## src/hw/prot_pkg.sv

```systemverilog
/*
 * Shared constants and types for the battery protection register block:
 * register indices, field positions, reset values, threshold scaling and
 * the regulation timeout.
 * Assumes a 10 MHz register clock; register bytes sit at four times the
 * index on a 32-bit APB bus.
 */
package prot_pkg;

   ////////////////////////////////////////////////////////////////////////
   // register indices (byte address is four times the index)
   localparam logic [7:0] IDX_OVP_CFG = 8'h08;
   localparam logic [7:0] IDX_OCP_CFG = 8'h09;
   localparam logic [7:0] IDX_REG_CTL = 8'h0A;
   localparam logic [7:0] IDX_FLAGS = 8'h0B;
   localparam logic [7:0] IDX_MASK = 8'h0C;

   // reset values
   localparam logic [7:0] RST_OVP_CFG = 8'h8E;
   localparam logic [7:0] RST_OCP_CFG = 8'hB4;
   localparam logic [7:0] RST_REG_CTL = 8'h24;
   localparam logic [7:0] RST_FLAGS = 8'h00;
   localparam logic [7:0] RST_MASK = 8'h00;

   // field positions
   localparam int EN_BIT = 7;
   localparam int TMO_DIS_BIT = 6;
   localparam int IREG_EN_BIT = 5;
   localparam int IREG_LSB = 3;
   localparam int VREG_EN_BIT = 2;
   localparam int VREG_LSB = 0;

   // writable bits per register; reserved bits read as zero
   localparam logic [7:0] WMASK_THR = 8'hBF;
   localparam logic [7:0] WMASK_REG = 8'h7F;

   // flags that stay set while their cause persists (bits 7,6,5,3)
   localparam logic [7:0] FLAG_PERSIST = 8'hE8;

   ////////////////////////////////////////////////////////////////////////
   // threshold scaling, millivolts and milliamps
   localparam logic [13:0] OVP_BASE_MV = 14'h0FA0;   // 4 V
   localparam logic [13:0] OVP_STEP_MV = 14'h0019;   // 25 mV
   localparam logic [5:0] OVP_SAT_CODE = 6'h28;
   localparam logic [13:0] OVP_MAX_MV = 14'h1388;    // 5 V
   localparam logic [13:0] OCP_BASE_MA = 14'h07D0;   // 2 A
   localparam logic [13:0] OCP_STEP_MA = 14'h0064;   // 100 mA
   localparam logic [5:0] OCP_SAT_CODE = 6'h34;
   localparam logic [13:0] OCP_MAX_MA = 14'h1C20;    // 7.2 A
   localparam logic [13:0] VREG_BASE_MV = 14'h0032;  // 50 mV
   localparam logic [13:0] VREG_STEP_MV = 14'h0032;  // 50 mV
   localparam logic [13:0] IREG_BASE_MA = 14'h00C8;  // 200 mA
   localparam logic [13:0] IREG_STEP_MA = 14'h0064;  // 100 mA

   ////////////////////////////////////////////////////////////////////////
   // regulation timeout
   localparam longint CLK_HZ = 64'd10_000_000;
   localparam longint REG_TIMEOUT_MS = 64'd650;
   localparam longint REG_TIMEOUT_CYCLES = REG_TIMEOUT_MS * CLK_HZ / 64'd1000;

   ////////////////////////////////////////////////////////////////////////
   // types
   typedef enum logic [2:0] {
      BUS_IDLE = 3'b001,
      BUS_WAIT = 3'b010,
      BUS_DONE = 3'b100
   } bus_state_e;

   // analog-side status levels
   typedef struct packed {
      logic [7:0] fault;          // flag causes, bit order of the flag reg
      logic volt_regulating;      // battery voltage loop is regulating
      logic curr_regulating;      // battery current loop is regulating
   } sense_s;

   // decoded settings toward the analog side
   typedef struct packed {
      logic ovp_enable;
      logic [13:0] ovp_mv;
      logic ocp_enable;
      logic [13:0] ocp_ma;
      logic volt_reg_enable;
      logic [13:0] volt_reg_mv;
      logic curr_reg_enable;
      logic [13:0] curr_reg_ma;
      logic ovp_deglitch_long;
      logic ocp_deglitch_long;
      logic charge_stop;
   } limits_s;

endpackage

```

## src/hw/threshold_decode.sv

```systemverilog
/*
 * Turns a 6-bit threshold code into a linear value with an upper clamp.
 * Assumes the caller registers the result; purely combinational.
 */
`timescale 1ns/1ps
`default_nettype none

module threshold_decode #(
   parameter logic [13:0] BASE = 14'h0000,
   parameter logic [13:0] STEP = 14'h0001,
   parameter logic [5:0] SAT_CODE = 6'h3F,
   parameter logic [13:0] MAX = 14'h3FFF
) (
   // setting
   input wire logic [5:0] code,
   // scaled threshold
   output logic [13:0] value
);

   logic [13:0] product;

   // codes at or above saturation pin to the maximum
   always_comb begin
      product = 14'(STEP * {8'h00, code});
      if (code >= SAT_CODE) begin
         value = MAX;
      end else begin
         value = 14'(BASE + product);
      end
   end

endmodule

`default_nettype wire

```

## src/hw/battery_protect_fault_regs.sv

```systemverilog
/*
 * Battery protection settings and first fault flag register, APB slave.
 * Holds over-voltage / over-current thresholds, regulation enables and
 * margins, the regulation timeout, read-to-clear fault flags and the
 * interrupt mask, and drives an active-low interrupt.
 * Assumes sense inputs are synchronous to pclk and APB follows the usual
 * setup/access protocol.
 */
//
// Contract
// ovp config bit 7 enables battery over-voltage protection, reset on
// ovp threshold is 4 V plus code times 25 mV, default 4.35 V
// ovp codes at or above saturation give 5 V
// ocp config bit 7 enables battery over-current protection, reset on
// ocp threshold is 2 A plus code times 100 mA
// ocp codes at or above saturation clamp to 7.2 A, the default
// regulation longer than 650 ms stops charging unless timeout disabled
// current regulation enable default on; stretches ocp deglitch to 500 us
// current regulation starts 200..500 mA below ocp threshold
// voltage regulation enable default on; stretches ovp deglitch to 500 us
// voltage regulation starts 50..200 mV below ovp threshold
// flag bits 7..0 in fixed order, each raises interrupt unless masked
// persistent flags clear on read only after their cause has gone
// event flags clear on every read regardless of condition
// masked flags still set but do not raise the interrupt
// interrupt stays low while any unmasked flag is set
`timescale 1ns/1ps
`default_nettype none

module battery_protect_fault_regs #(
   parameter int unsigned TIMEOUT_CYCLES =
      int'(prot_pkg::REG_TIMEOUT_CYCLES)
) (
   // clock and reset
   input wire logic pclk,
   input wire logic presetn,
   // apb slave
   input wire logic psel,
   input wire logic penable,
   input wire logic pwrite,
   input wire logic [7:0] paddr,
   input wire logic [31:0] pwdata,
   input wire logic [3:0] pstrb,
   output logic pready,
   output logic [31:0] prdata,
   output logic pslverr,
   // analog side
   input wire prot_pkg::sense_s sense,
   output prot_pkg::limits_s limits,
   // interrupt
   output logic interrupt_out_n
);

   localparam int CW = $clog2(TIMEOUT_CYCLES + 1);

   ////////////////////////////////////////////////////////////////////////
   // address decode, shared by reads and writes

   function automatic logic [7:0] reg_index(input logic [7:0] addr);
      reg_index = {2'b00, addr[7:2]};
   endfunction

   function automatic logic is_mapped(input logic [7:0] addr);
      logic [7:0] idx;
      idx = reg_index(addr);
      is_mapped = (addr[1:0] == 2'b00) &&
                  (idx >= prot_pkg::IDX_OVP_CFG) &&
                  (idx <= prot_pkg::IDX_MASK);
   endfunction

   prot_pkg::bus_state_e state;
   logic [7:0] battery_overvoltage_config;
   logic [7:0] battery_overcurrent_config;
   logic [7:0] regulation_control;
   logic [7:0] fault_flags_first;
   logic [7:0] interrupt_mask_first;
   logic [7:0] fault_prev;
   logic [7:0] read_clear;
   logic [7:0] write_clear;
   logic [7:0] rdata_mux;
   logic [CW-1:0] reg_timer;
   logic wr_done;
   logic rd_done;
   logic [7:0] acc_idx;
   logic lane0;
   logic [13:0] ovp_mv;
   logic [13:0] ocp_mv;
   logic [13:0] next_vreg_mv;
   logic [13:0] next_ireg_ma;
   logic regulating;

   assign acc_idx = reg_index(paddr);
   assign lane0 = pstrb[0];
   // a transfer completes on the edge where the slave shows pready
   assign wr_done = psel && penable && pready && pwrite && is_mapped(paddr);
   assign rd_done = psel && penable && pready && !pwrite && is_mapped(paddr);

   ////////////////////////////////////////////////////////////////////////
   // bus handshake: two wait states so read data comes from a register

   always_ff @(posedge pclk or negedge presetn) begin
      if (!presetn) begin
         state <= prot_pkg::BUS_IDLE;
      end else begin
         case (state)
            prot_pkg::BUS_IDLE: begin
               if (psel && penable) begin
                  state <= prot_pkg::BUS_WAIT;
               end
            end
            prot_pkg::BUS_WAIT: begin
               state <= prot_pkg::BUS_DONE;
            end
            prot_pkg::BUS_DONE: begin
               state <= prot_pkg::BUS_IDLE;
            end
            default: begin
               state <= prot_pkg::BUS_IDLE;
            end
         endcase
      end
   end

   // pready rises for one cycle, with prdata on reads and pslverr on unmapped addresses
   always_ff @(posedge pclk or negedge presetn) begin
      if (!presetn) begin
         pready <= 1'b0;
         prdata <= 32'h00000000;
         pslverr <= 1'b0;
      end else begin
         pready <= (state == prot_pkg::BUS_WAIT);
         pslverr <= (state == prot_pkg::BUS_WAIT) && !is_mapped(paddr);
         if (state == prot_pkg::BUS_WAIT && !pwrite) begin
            prdata <= {24'h000000, rdata_mux};
         end else if (state == prot_pkg::BUS_DONE) begin
            prdata <= 32'h00000000;
         end
      end
   end

   // read mux; reserved bits are held zero in storage
   always_comb begin
      rdata_mux = 8'h00;
      if (is_mapped(paddr)) begin
         case (acc_idx)
            prot_pkg::IDX_OVP_CFG: rdata_mux = battery_overvoltage_config;
            prot_pkg::IDX_OCP_CFG: rdata_mux = battery_overcurrent_config;
            prot_pkg::IDX_REG_CTL: rdata_mux = regulation_control;
            prot_pkg::IDX_FLAGS: rdata_mux = fault_flags_first;
            prot_pkg::IDX_MASK: rdata_mux = interrupt_mask_first;
            default: rdata_mux = 8'h00;
         endcase
      end
   end

   ////////////////////////////////////////////////////////////////////////
   // configuration registers, byte lane 0 only

   always_ff @(posedge pclk or negedge presetn) begin
      if (!presetn) begin
         battery_overvoltage_config <= prot_pkg::RST_OVP_CFG;
         battery_overcurrent_config <= prot_pkg::RST_OCP_CFG;
         regulation_control <= prot_pkg::RST_REG_CTL;
         interrupt_mask_first <= prot_pkg::RST_MASK;
      end else if (wr_done && lane0) begin
         case (acc_idx)
            prot_pkg::IDX_OVP_CFG: begin
               battery_overvoltage_config <=
                  pwdata[7:0] & prot_pkg::WMASK_THR;
            end
            prot_pkg::IDX_OCP_CFG: begin
               battery_overcurrent_config <=
                  pwdata[7:0] & prot_pkg::WMASK_THR;
            end
            prot_pkg::IDX_REG_CTL: begin
               regulation_control <= pwdata[7:0] & prot_pkg::WMASK_REG;
            end
            prot_pkg::IDX_MASK: begin
               interrupt_mask_first <= pwdata[7:0];
            end
            default: begin
            end
         endcase
      end
   end

   ////////////////////////////////////////////////////////////////////////
   // fault flags
   // only bits that were returned as one are cleared by the read, so a
   // flag that rises between the data capture and the completion survives

   always_comb begin
      read_clear = 8'h00;
      write_clear = 8'h00;
      if (rd_done && acc_idx == prot_pkg::IDX_FLAGS) begin
         read_clear = prdata[7:0];
      end
      if (wr_done && lane0 && acc_idx == prot_pkg::IDX_FLAGS) begin
         write_clear = pwdata[7:0];   // one to clear, same gating as reads
      end
   end

   always_ff @(posedge pclk or negedge presetn) begin
      if (!presetn) begin
         fault_prev <= 8'h00;
      end else begin
         fault_prev <= sense.fault;
      end
   end

   // flags are set regardless of the mask; set always beats clear
   generate
      for (genvar b = 0; b < 8; b++) begin : g_flag
         logic set_evt;
         logic clr_req;
         if (prot_pkg::FLAG_PERSIST[b]) begin : g_persist
            // level set: a clear cannot win while the cause persists
            assign set_evt = sense.fault[b];
         end else begin : g_event
            // edge set: a read clears whatever the present level
            assign set_evt = sense.fault[b] && !fault_prev[b];
         end
         assign clr_req = read_clear[b] || write_clear[b];
         always_ff @(posedge pclk or negedge presetn) begin
            if (!presetn) begin
               fault_flags_first[b] <= prot_pkg::RST_FLAGS[b];
            end else if (set_evt) begin
               fault_flags_first[b] <= 1'b1;
            end else if (clr_req) begin
               fault_flags_first[b] <= 1'b0;
            end
         end
      end
   endgenerate

   // low while any unmasked flag stands
   always_ff @(posedge pclk or negedge presetn) begin
      if (!presetn) begin
         interrupt_out_n <= 1'b1;
      end else begin
         interrupt_out_n <=
            ~|(fault_flags_first & ~interrupt_mask_first);
      end
   end

   ////////////////////////////////////////////////////////////////////////
   // threshold decode

   threshold_decode #(
      .BASE(prot_pkg::OVP_BASE_MV),
      .STEP(prot_pkg::OVP_STEP_MV),
      .SAT_CODE(prot_pkg::OVP_SAT_CODE),
      .MAX(prot_pkg::OVP_MAX_MV)
   ) u_ovp_decode (
      .code(battery_overvoltage_config[5:0]),
      .value(ovp_mv)
   );

   threshold_decode #(
      .BASE(prot_pkg::OCP_BASE_MA),
      .STEP(prot_pkg::OCP_STEP_MA),
      .SAT_CODE(prot_pkg::OCP_SAT_CODE),
      .MAX(prot_pkg::OCP_MAX_MA)
   ) u_ocp_decode (
      .code(battery_overcurrent_config[5:0]),
      .value(ocp_mv)
   );

   // regulation points sit a margin below the protection thresholds
   // the largest margin is far below the lowest threshold, so the
   // subtraction never wraps
   always_comb begin
      next_vreg_mv = 14'(ovp_mv - prot_pkg::VREG_BASE_MV -
         14'(prot_pkg::VREG_STEP_MV *
         {12'h000, regulation_control[prot_pkg::VREG_LSB +: 2]}));
      next_ireg_ma = 14'(ocp_mv - prot_pkg::IREG_BASE_MA -
         14'(prot_pkg::IREG_STEP_MA *
         {12'h000, regulation_control[prot_pkg::IREG_LSB +: 2]}));
   end

   ////////////////////////////////////////////////////////////////////////
   // regulation timeout
   // a disabled loop is not counted as regulating

   assign regulating =
      (sense.volt_regulating && regulation_control[prot_pkg::VREG_EN_BIT]) ||
      (sense.curr_regulating && regulation_control[prot_pkg::IREG_EN_BIT]);

   // saturating count of regulating cycles; it runs even with the timeout
   // disabled, the stop itself is gated by the disable bit
   always_ff @(posedge pclk or negedge presetn) begin
      if (!presetn) begin
         reg_timer <= '0;
      end else if (!regulating) begin
         reg_timer <= '0;
      end else if (reg_timer != CW'(TIMEOUT_CYCLES)) begin
         reg_timer <= reg_timer + CW'(1);
      end
   end

   ////////////////////////////////////////////////////////////////////////
   // registered outputs toward the analog side
   // charge_stop latches; only reset or setting the disable bit ends it,
   // so charging never resumes behind software's back

   always_ff @(posedge pclk or negedge presetn) begin
      if (!presetn) begin
         limits <= '0;
      end else begin
         limits.ovp_enable <=
            battery_overvoltage_config[prot_pkg::EN_BIT];
         limits.ovp_mv <= ovp_mv;
         limits.ocp_enable <=
            battery_overcurrent_config[prot_pkg::EN_BIT];
         limits.ocp_ma <= ocp_mv;

         // regulation loops, enables and points
         limits.volt_reg_enable <=
            regulation_control[prot_pkg::VREG_EN_BIT];
         limits.volt_reg_mv <= next_vreg_mv;
         limits.curr_reg_enable <=
            regulation_control[prot_pkg::IREG_EN_BIT];
         limits.curr_reg_ma <= next_ireg_ma;

         // a disabled loop never regulates, so it keeps the short
         // deglitch even if the analog side reports regulation
         limits.ovp_deglitch_long <= sense.volt_regulating &&
            regulation_control[prot_pkg::VREG_EN_BIT];
         limits.ocp_deglitch_long <= sense.curr_regulating &&
            regulation_control[prot_pkg::IREG_EN_BIT];

         // setting the disable bit is also how software lets charging
         // resume after a timeout
         if (regulation_control[prot_pkg::TMO_DIS_BIT]) begin
            limits.charge_stop <= 1'b0;
         end else if (regulating && reg_timer == CW'(TIMEOUT_CYCLES)) begin
            limits.charge_stop <= 1'b1;
         end
      end
   end

endmodule

`default_nettype wire

```

## config.mk

```make
export PLATFORM = sky130hd
export DESIGN_NAME = battery_protect_fault_regs
export DESIGN_NICKNAME = d
export VERILOG_FILES = /design/src/hw/prot_pkg.sv /design/src/hw/threshold_decode.sv /design/src/hw/battery_protect_fault_regs.sv
export SDC_FILE = /design/constraint.sdc
export NUM_CORES = 1
export LEC_CHECK = 0
export ABC_AREA = 1
export BUFFER_PORTS_ARGS = -buffer_cell sky130_fd_sc_hd__buf_2
export CAP_MARGIN = 10
export CORE_AREA = 10 10 132 134
export DETAILED_ROUTE_END_ITERATION = 12
export DIE_AREA = 0 0 142 144
export PLACE_DENSITY = 0.83
export SLEW_MARGIN = 0
export SYNTH_ARGS = -nofsm -noshare
export SYNTH_HDL_FRONTEND = slang
export SYNTH_SLANG_ARGS = --single-unit
```

## constraint.sdc

```tcl
create_clock -name pclk -period 5 [get_ports pclk]
set_input_delay 1 -clock pclk [delete_from_list [all_inputs] [get_ports pclk]]
set_output_delay 1 -clock pclk [all_outputs]
set_load 0.03 [all_outputs]
```

# Word-level counts from Yosys, hierarchy flattened
# Cells that the tools add are included.
[word_totals]
elab_cells = 141
in_bits = 59
register_bits = 166
out_inout_bits = 98
[op_classes]
bitwise_logic = 2
magnitude_cmp = 4
addsub = 7
n_eq_ne = 12
mul = 4
mux = 30
n_reduce_logical = 52
[ops]
columns = ["op", "n"]
rows = [
  ["$mux 32", 2],
  ["$mux 23", 2],
  ["$pmux 8 s5", 1],
  ["$eq 6x4->1 const B", 5],
  ["$mux 14", 2],
  ["$mux 8", 3],
  ["$add 23x1->23 const B", 1],
  ["$eq 23x23->1 const B", 1],
  ["$ne 23x23->1 const B", 1],
  ["$mul 5x6->11 const A", 2],
  ["$logic_and 1x1->1", 20],
  ["$reduce_bool 2->1", 10],
  ["$mux 1", 18],
  ["$add 11x13->14 const A", 1],
  ["$mul 5x2->7 const A", 2],
  ["$sub 14x6->14 const B", 1],
  ["$sub 14x8->14", 1],
  ["$sub 14x8->14 const B", 1],
  ["$sub 14x9->14", 1],
  ["$add 12x11->13 const A", 1],
  ["$ge 6x6->1 const B", 2],
  ["$logic_or 1x1->1", 9],
  ["$and 8x8->8", 1],
  ["$not 8->8", 1],
  ["other kinds (13)", 22],
]

# Longest topological paths before layout
# Gate-level depths: netlist of the first run.
[depth]
ltp_word = 10
depth_mapped = 26
mapped_depth_nobuf = 26

# Hierarchy
# From an unflattened synthesis of the first run, not the netlist that was laid out.
[unflattened]
cells_unflattened = 1100
area_unflattened_um2 = 8723.4
[modules_own_cells]
columns = ["mod", "n_inst", "seq_area_each_um2", "area_per_inst_um2", "cells_each"]
rows = [
  ["battery_protect_fault_regs", 1, 3468.3, 7146.9, 860],
  ["threshold_decode at u_ocp_decode", 1, 0.0, 793.3, 124],
  ["threshold_decode at u_ovp_decode", 1, 0.0, 783.3, 116],
]

# Worst setup path after synthesis of the first run
# Ideal clock, no wire load.
[synth_timing]
path_kind = "register to register"
startpoint = "register battery_overcurrent_config[2]"
endpoint = "register limits[16] (netlist bit)"
synth_period_minus_slack_ns = 4.104
setup_slack_ns = 0.896
required_ns = 4.883
arrival_ns = 3.987
path_stages_with_launch = 25
n_path_buf = 1
setup_ns = 0.117
cell_sequence = "dfstp_2 -> inv_1 -> ha_1 -> ha_1 -> ha_1 -> ha_1 -> clkbuf_1 -> inv_1 -> nand2_1 -> nand2_1 -> inv_1 -> nor2_1 -> nor3_1 -> inv_1 -> ha_1 -> inv_1 -> ha_1 -> a21oi_1 -> a21boi_0 -> nand2_1 -> and2_1 -> nor2_1 -> nand3_1 -> nand2_1 -> nand2_1"
[synth_via]
elab_chain_cells = 5
elab_cells_between_ends = 6
cone_classes = "add/sub: 3; mul: 1; order compare: 1; mux: 1"
[synth_rtl]
columns = ["element", "line_no", "text"]
rows = [
  ["start, declared", "battery_protect_fault_regs.sv:73", "logic [7:0] battery_overcurrent_config;"],
  ["start signal, assigned", "battery_protect_fault_regs.sv:162", "battery_overcurrent_config <= prot_pkg::RST_OCP_CFG;"],
  ["start signal, assigned", "battery_protect_fault_regs.sv:172", "battery_overcurrent_config <="],
  ["$mul 5x6->11", "threshold_decode.sv:24", "product = 14'(STEP * {8'h00, code});"],
  ["$add 11x13->14", "threshold_decode.sv:28", "value = 14'(BASE + product);"],
  ["$mux 14 *", "threshold_decode.sv:25", "if (code >= SAT_CODE) begin"],
  ["via ocp_mv[8]", "battery_protect_fault_regs.sv:87", "logic [13:0] ocp_mv;"],
  ["$sub 14x8->14 *", "battery_protect_fault_regs.sv:276", "next_ireg_ma = 14'(ocp_mv - prot_pkg::IREG_BASE_MA -"],
  ["$sub 14x9->14 *", "battery_protect_fault_regs.sv:276", ""],
  ["via next_ireg_ma[13]", "battery_protect_fault_regs.sv:89", "logic [13:0] next_ireg_ma;"],
  ["end, declared", "battery_protect_fault_regs.sv:49", "output prot_pkg::limits_s limits,"],
]
# The timed path passes the listed nets; every way through them passes the cells marked *.
# A chain may end at the register's enable or synchronous reset.

# Final worst setup path of the first run
[layout_timing]
startpoint = "register battery_overvoltage_config[1]"
endpoint = "register limits[30] (netlist bit)"
[layout_via]
elab_chain_cells = 5
elab_cells_between_ends = 6
cone_classes = "add/sub: 3; mul: 1; order compare: 1; mux: 1"
[layout_rtl]
columns = ["element", "line_no", "text"]
rows = [
  ["start, declared", "battery_protect_fault_regs.sv:72", "logic [7:0] battery_overvoltage_config;"],
  ["start signal, assigned", "battery_protect_fault_regs.sv:161", "battery_overvoltage_config <= prot_pkg::RST_OVP_CFG;"],
  ["start signal, assigned", "battery_protect_fault_regs.sv:168", "battery_overvoltage_config <="],
  ["$mul 5x6->11", "threshold_decode.sv:24", ""],
  ["$add 12x11->13", "threshold_decode.sv:28", ""],
  ["$mux 14 *", "threshold_decode.sv:25", ""],
  ["via ovp_mv[7]", "battery_protect_fault_regs.sv:86", "logic [13:0] ovp_mv;"],
  ["$sub 14x6->14 *", "battery_protect_fault_regs.sv:273", "next_vreg_mv = 14'(ovp_mv - prot_pkg::VREG_BASE_MV -"],
  ["$sub 14x8->14 *", "battery_protect_fault_regs.sv:273", ""],
  ["via next_vreg_mv[12]", "battery_protect_fault_regs.sv:88", "logic [13:0] next_vreg_mv;"],
]
# Marks and branches as above.

==> qor.csv, run 1 <==
metric,value,unit
status,finished clean,
die area,20400,um2
Flop pwr share,43.8,%
Root Buffer,clkbuf_16,
fin crit period,4.57,ns
CTS tree,yes,
P_leak,4.79,nW
share of cells above drive strength 1,15.1,%
Clock Tree Buf Depth,2,
Clock power frac,51.2,%
CTS HTree Levels,4,
Placed Area,8590,um2
Setup WS pre-CTS,0.524,ns
largest net degree at the start of global routing,103,
max-cap violation count,0,
ys async rst share,100,%
WS Path Type,reg2reg,
main area contributors after synthesis,"dfrtp_1 (38%), ha_1 (14%), inv_1 (8.7%), nand2_1 (5.7%), nor2_1 (4.5%)",
Worst Slack Setup Final,0.430,ns
required time worst endpoint,5.32,ns
most common cell in the synthesized netlist,inv_1,
crit path DAT,4.89,ns
cts repair resizes,0,
startpoint types,register,
final core utilization,62.0,%
CTS buffer count,17,
fin cells,1251,
total grt overflow,0,
final wirelength,17800,um
commonest cells in the netlist,"inv_1 (185), dfrtp_1 (123), nand2_1 (121), nor2_1 (97), ha_1 (88)",
Sw Share,24.6,%
number of fill cells,1276,
Final Wtd Congestion,0.890,
Finished Cell Area,9210,um2
total core area,14900,um2
Rel. slew slack,36.5,%
Post-Syn Instances,941,
vias per std cell,5.10,
Post-CTS Setup Repair Bufs,0,
peak supply drop,235,uV
area growth from synthesis to layout,15.0,%
final setup violation count,0,
DR WL/cell,14.2,um
"EDFF count, synth",0,
final-report hold violation count,0,
Detail Route Antenna Nets,0,
Worst Skew,0.0106,ns
Clock Latency Late Sink,0.43,ns
Tot GR Track Use,17.9,%
Yosys warning count,0,
synthesized area,8010,um2
cell taking the most area after synthesis,dfrtp_1,
vias,6378,
first-pass GRT wire length,30000,um
diodes inserted,0,
total I/O pin count,157,
Slew Limit Fails,0,
DRC errors left,0,
fin crit share,91.4,%
CP max FO,5,
Main synth FF type,dfrtp_1,
Net Sw Power,0.631,mW
internal power,1.94,mW
Yosys top cell area share,38.4,%
Syn Area/Cell,8.51,um2
Tightest Pin Transition,0.945,ns
DR pass1 iterations,5,
clk slew on worst S/H paths,0.06,ns
Yosys reg bits,135,
Max Fclk,0.219,GHz
Hold/Removal Path Class,reg2reg,
Placed Cells,1219,
Multi-input gate area,3740,um2
Logic pwr share,5.0,%
clk sink count,135,
count of input and output buffers,100,
Sequential Area,3390,um2
final HPWL from detailed placement,13500,um
Final nets,1203,
Initial Utilization,53.9,%
P per Cell Area,279,nW/um2
Rows,45,
RSZ-0062 raised after global routing,false,
register area share after synthesis,42.4,%
Crit. End Element,register,
vias in the first global route,6405,
initial antenna violation count,0,
die width,142,um
worst hold margin,0.404,ns
synth unique cells,45,
total negative slack,0,ns
Die H,144,um
CTS Hold Bufs,0,
DRT iter0 DRCs,395,
overall power,2.57,mW
==> path summary, 6_finish.rpt <==
kind / end / depth (start not counted) / startpoint / slack, ns
worst max-delay path: limits[30]$_DFF_PN0_ / 25 / battery_overvoltage_config[1]$_DFFE_PN1P_ / 0.43
worst min register to register: limits[62]$_DFF_PN0_ / 0 / battery_overvoltage_config[7]$_DFFE_PN1P_ / 0.40
max in group asynchronous: battery_overcurrent_config[4]$_DFFE_PN1P_ / 2 / presetn / 3.29
min in group asynchronous: reg_timer[4]$_DFFE_PN0N_ / 1 / presetn / 0.68
worst min-delay path: limits[62]$_DFF_PN0_ / 0 / battery_overvoltage_config[7]$_DFFE_PN1P_ / 0.40
worst max register to register: limits[30]$_DFF_PN0_ / 25 / battery_overvoltage_config[1]$_DFFE_PN1P_ / 0.43
==> kinds of logic (layout without fill, tap and decap cells) <==
kind of cell | count (synthesis) | count (layout) | synth area share (%)
xor gates and xnor gates | 20 | 20 | 2.19
DFF | 135 | 135 | 42.4
other | 1 | 29 | 0.0468
AOI/OAI and AO/OA | 143 | 143 | 10.0
and+or+nand+nor | 321 | 321 | 17.9
adders and majority gates | 94 | 94 | 15.2
buffers and inverters | 227 | 321 | 12.2
==> flip-flops by register name, indices dropped and copies added (netlist names), 7 cells and up <==
signal and cells:
limits 57, reg_timer 23, fault_flags_first 8, interrupt_mask_first 8, prdata 8, battery_overcurrent_config 7, battery_overvoltage_config 7, regulation_control 7
==> critical path, cell delays in order, from the launching register on <==
cell and delay, ns:
dfstp_2 0.53, inv_1 0.09, ha_1 0.30, inv_1 0.10, fa_1 0.46, ha_1 0.30
ha_1 0.20, inv_1 0.07, fa_1 0.41, inv_1 0.10, nor2_1 0.04, o21ai_0 0.21
inv_1 0.08, ha_1 0.28, inv_1 0.05, ha_1 0.35, nand2_1 0.11, a21oi_1 0.05
a211oi_1 0.17, nand2_1 0.12, nand2_1 0.07, nand2_1 0.09, nor2_1 0.14, nand2_1 0.07
nand2_1 0.05, nand2_1 0.05
==> layout by cell type (no fill, tap or decap), drive strengths merged, types with 2 or more instances in the layout <==
cell / netlist / final
ha: 88 / 88
xnor2: 6 / 6
nor3b: 2 / 2
nand4: 20 / 20
conb: 1 / 29
o22ai: 10 / 10
nand2: 122 / 122
nor4: 6 / 6
nor3: 8 / 8
a21o: 2 / 2
fa: 6 / 6
a221oi: 4 / 4
o21ai: 42 / 42
a31oi: 4 / 4
nand3: 54 / 54
and2: 3 / 3
a31o: 5 / 5
clkinvlp: 0 / 2
clkbuf: 5 / 17
a211oi: 2 / 2
nand3b: 2 / 2
a21oi: 65 / 65
o221ai: 4 / 4
inv: 187 / 192
nor2: 102 / 102
clkinv: 1 / 6
dfrtp: 123 / 123
xor2: 14 / 14
buf: 34 / 101
or2: 2 / 2
dfstp: 12 / 12
bufinv: 0 / 3
==> layer usage <==
metal	part of all wire (%)	vias to the layer above	global-route usage, %
li1	-	3201	-
met1	42	2967	21.3
met2	50	180	30.0
met3	6.6	30	5.38
met4	1.9	0	6.72
met5	0	-	0
==> power groups by stage <==
stage	Clock, mW	Combinational (mW)	Sequential [mW]
after floorplan	0	0.0891	1.14
after global placement	0	0.127	1.14
after detailed placement	0	0.129	1.14
after CTS	1.33	0.129	1.12
after global routing	1.38	0.146	1.13
final	1.31	0.128	1.12
==> final cells by class <==
type,count,area share [%]
clock buffers,17,4.62
clock inverters,15,2.09
inverters,188,7.66
multi-input cells,607,40.6
flip-flops and latches,135,36.8
well taps,188,2.55
repair buffers,101,5.58
Power figures use the tool's default switching activity.
==> inputs of run 2 (changes only) <==
--- a/config.mk
+++ b/config.mk
@@ -5,12 +5,11 @@
 export SDC_FILE = /design/constraint.sdc
 export NUM_CORES = 1
 export LEC_CHECK = 0
-export ABC_AREA = 1
 export BUFFER_PORTS_ARGS = -buffer_cell sky130_fd_sc_hd__buf_2
 export CAP_MARGIN = 10
-export CORE_AREA = 10 10 132 134
+export CORE_AREA = 10 10 130 132
 export DETAILED_ROUTE_END_ITERATION = 12
-export DIE_AREA = 0 0 142 144
+export DIE_AREA = 0 0 140 142
 export PLACE_DENSITY = 0.83
 export SLEW_MARGIN = 0
 export SYNTH_ARGS = -nofsm -noshare
==> qor.csv, run 2 <==
metric,value,unit
fin cells,1021,
Placed Cells,989,
register area share after synthesis,43.6,%
Die H,142,um
Clock Tree Buf Depth,2,
CTS tree,yes,
DRC errors left,0,
cell taking the most area after synthesis,dfrtp_1,
WS Path Type,reg2reg,
DR WL/cell,16.0,um
Post-Syn Instances,714,
max-cap violation count,0,
P per Cell Area,275,nW/um2
Main synth FF type,dfrtp_1,
final HPWL from detailed placement,12300,um
diodes inserted,0,
Clock Latency Late Sink,0.42,ns
final-report hold violation count,0,
required time worst endpoint,5.33,ns
synthesized area,7780,um2
crit path DAT,4.74,ns
vias in the first global route,5726,
overall power,2.47,mW
fin crit period,4.41,ns
Yosys warning count,0,
CP max FO,5,
share of cells above drive strength 1,23.9,%
commonest cells in the netlist,"dfrtp_1 (123), ha_1 (88), inv_1 (74), nor2_1 (50), nand2_1 (35)",
vias,5424,
startpoint types,register,
biggest regs,"limits x57, reg_timer x23",
total I/O pin count,157,
vias per std cell,5.31,
number of fill cells,1143,
max reg flops,57,
Biggest register,limits,
DRT iter0 DRCs,337,
first-pass GRT wire length,27500,um
CTS HTree Levels,4,
cts repair resizes,0,
final setup violation count,0,
Post-CTS Setup Repair Bufs,0,
Rows,44,
Worst Skew,0.0131,ns
Final Wtd Congestion,0.824,
ys async rst share,100,%
die width,140,um
"EDFF count, synth",0,
Tot GR Track Use,16.6,%
Hold/Removal Path Class,reg2reg,
synth unique cells,66,
Yosys reg bits,135,
Tightest Pin Transition,0.915,ns
Detail Route Antenna Nets,0,
DR pass1 iterations,5,
Rel. slew slack,38.9,%
Max Fclk,0.227,GHz
Root Buffer,clkbuf_16,
status,finished clean,
Crit. End Element,register,
final wirelength,16300,um
count of input and output buffers,100,
"commonest non-fill, non-tap cells in the layout","dfrtp_1 (123), buf_2 (99), ha_1 (88)",
P_leak,4.50,nW
Syn Area/Cell,10.9,um2
CTS buffer count,17,
initial antenna violation count,1,
main area contributors after synthesis,"dfrtp_1 (40%), ha_1 (14%), mux2_2 (4.2%), dfstp_2 (4.1%), xor2_1 (3.7%)",
Initial Utilization,54.4,%
largest net degree at the start of global routing,102,
CTS Hold Bufs,0,
clk slew on worst S/H paths,0.06,ns
fin crit share,88.2,%
RSZ-0062 raised after global routing,false,
peak supply drop,229,uV
"commonest non-fill, non-tap cell in the layout",dfrtp_1,
most common cell in the synthesized netlist,dfrtp_1,
die area,19900,um2
total negative slack,0,ns
total grt overflow,0,
Yosys top cell area share,39.5,%
area growth from synthesis to layout,15.3,%
Final nets,977,
clk sink count,135,
Slew Limit Fails,0,
total core area,14300,um2
run 2: cell types whose count changed after synthesis, moves of 9 or more:
cell,delta
nor2_1,-47
o21ai_0,-15
xor2_1,+19
a21oi_1,-41
inv_1,-111
nand2_1,-86
nor2b_1,+9
mux2_2,+29
nand3_1,-48
run 2: final cells by class:
type	instances	area [um2]	share of cell area, %
Clock buffer	20	447	4.98
Clock inverter	12	165	1.84
Inverter	74	278	3.09
Multi-Input combinational cell	494	3940	43.9
Sequential cell	135	3390	37.8
Tap cell	184	230	2.56
Timing Repair Buffer	102	522	5.81
run 2: path summary, 6_finish.rpt:
kind                            cells past startpoint                                      start                                         to  slack, ns
worst max-delay path                               17  battery_overvoltage_config[1]$_DFFE_PN1P_                       limits[31]$_DFF_PN0_       0.59
worst min-delay path                                0  battery_overvoltage_config[7]$_DFFE_PN1P_                       limits[62]$_DFF_PN0_       0.41
worst max register to register                     17  battery_overvoltage_config[1]$_DFFE_PN1P_                       limits[31]$_DFF_PN0_       0.59
worst min register to register                      0  battery_overvoltage_config[7]$_DFFE_PN1P_                       limits[62]$_DFF_PN0_       0.41
max in group asynchronous                           2                                    presetn  battery_overvoltage_config[3]$_DFFE_PN1P_       3.28
min in group asynchronous                           1                                    presetn                  reg_timer[18]$_DFFE_PN0N_       0.66
run 2: metrics by stage:
stage	area (um2)	worst slack [ns]	util [%]	hold slack [ns]
global placement	8370	0.681	58.4	0.403
detailed placement	8370	0.581	58.4	0.406
finish	8980	0.589	62.7	0.410
CTS	8980	0.577	62.7	0.412
floorplan	7890	0.890	-	0.394
global route	8980	0.276	62.7	0.410
run 2: critical path, stage by stage, from the launching register on:
cell	delay (ns)
dfstp_2	0.59
inv_1	0.08
ha_1	0.29
inv_1	0.07
fa_1	0.42
ha_1	0.30
ha_1	0.23
inv_1	0.07
fa_1	0.39
nand2b_1	0.17
ha_1	0.28
inv_1	0.04
ha_1	0.34
nor2b_1	0.17
o21a_1	0.19
o21a_1	0.19
nor3b_1	0.27
nor3b_1	0.22
run 2: power by group:
part / switching [mW] / internal (mW) / leakage [nW]
Combinational: 0.0666 / 0.0143 / 2.55
Clock: 0.484 / 0.807 / 0.294
Sequential: 0.00197 / 1.10 / 1.66
Total: 0.552 / 1.92 / 4.50
run 2: per-layer routing:
layer	vias to the layer above	part of all wire, %	global-route usage [%]	wire length (um)
met2	140	50	27.9	8080
li1	2619	-	-	-
met1	2641	42	19.0	6810
met3	22	6.8	5.97	1110
met5	-	0.049	0	8
met4	2	1.9	6.20	304
run 2: kinds of logic (layout without fill, tap and decap cells):
logic type / count (synthesis) / in the layout / share of synthesized area [%]
buffers and inverters: 113 / 208 / 7.15
xor gates and xnor gates: 48 / 48 / 5.64
adders and majority gates: 94 / 94 / 15.7
DFF: 135 / 135 / 43.6
AOI/OAI and AO/OA: 113 / 113 / 10.7
muxes: 31 / 31 / 4.47
other: 1 / 29 / 0.0482
and+or+nand+nor: 179 / 179 / 12.7
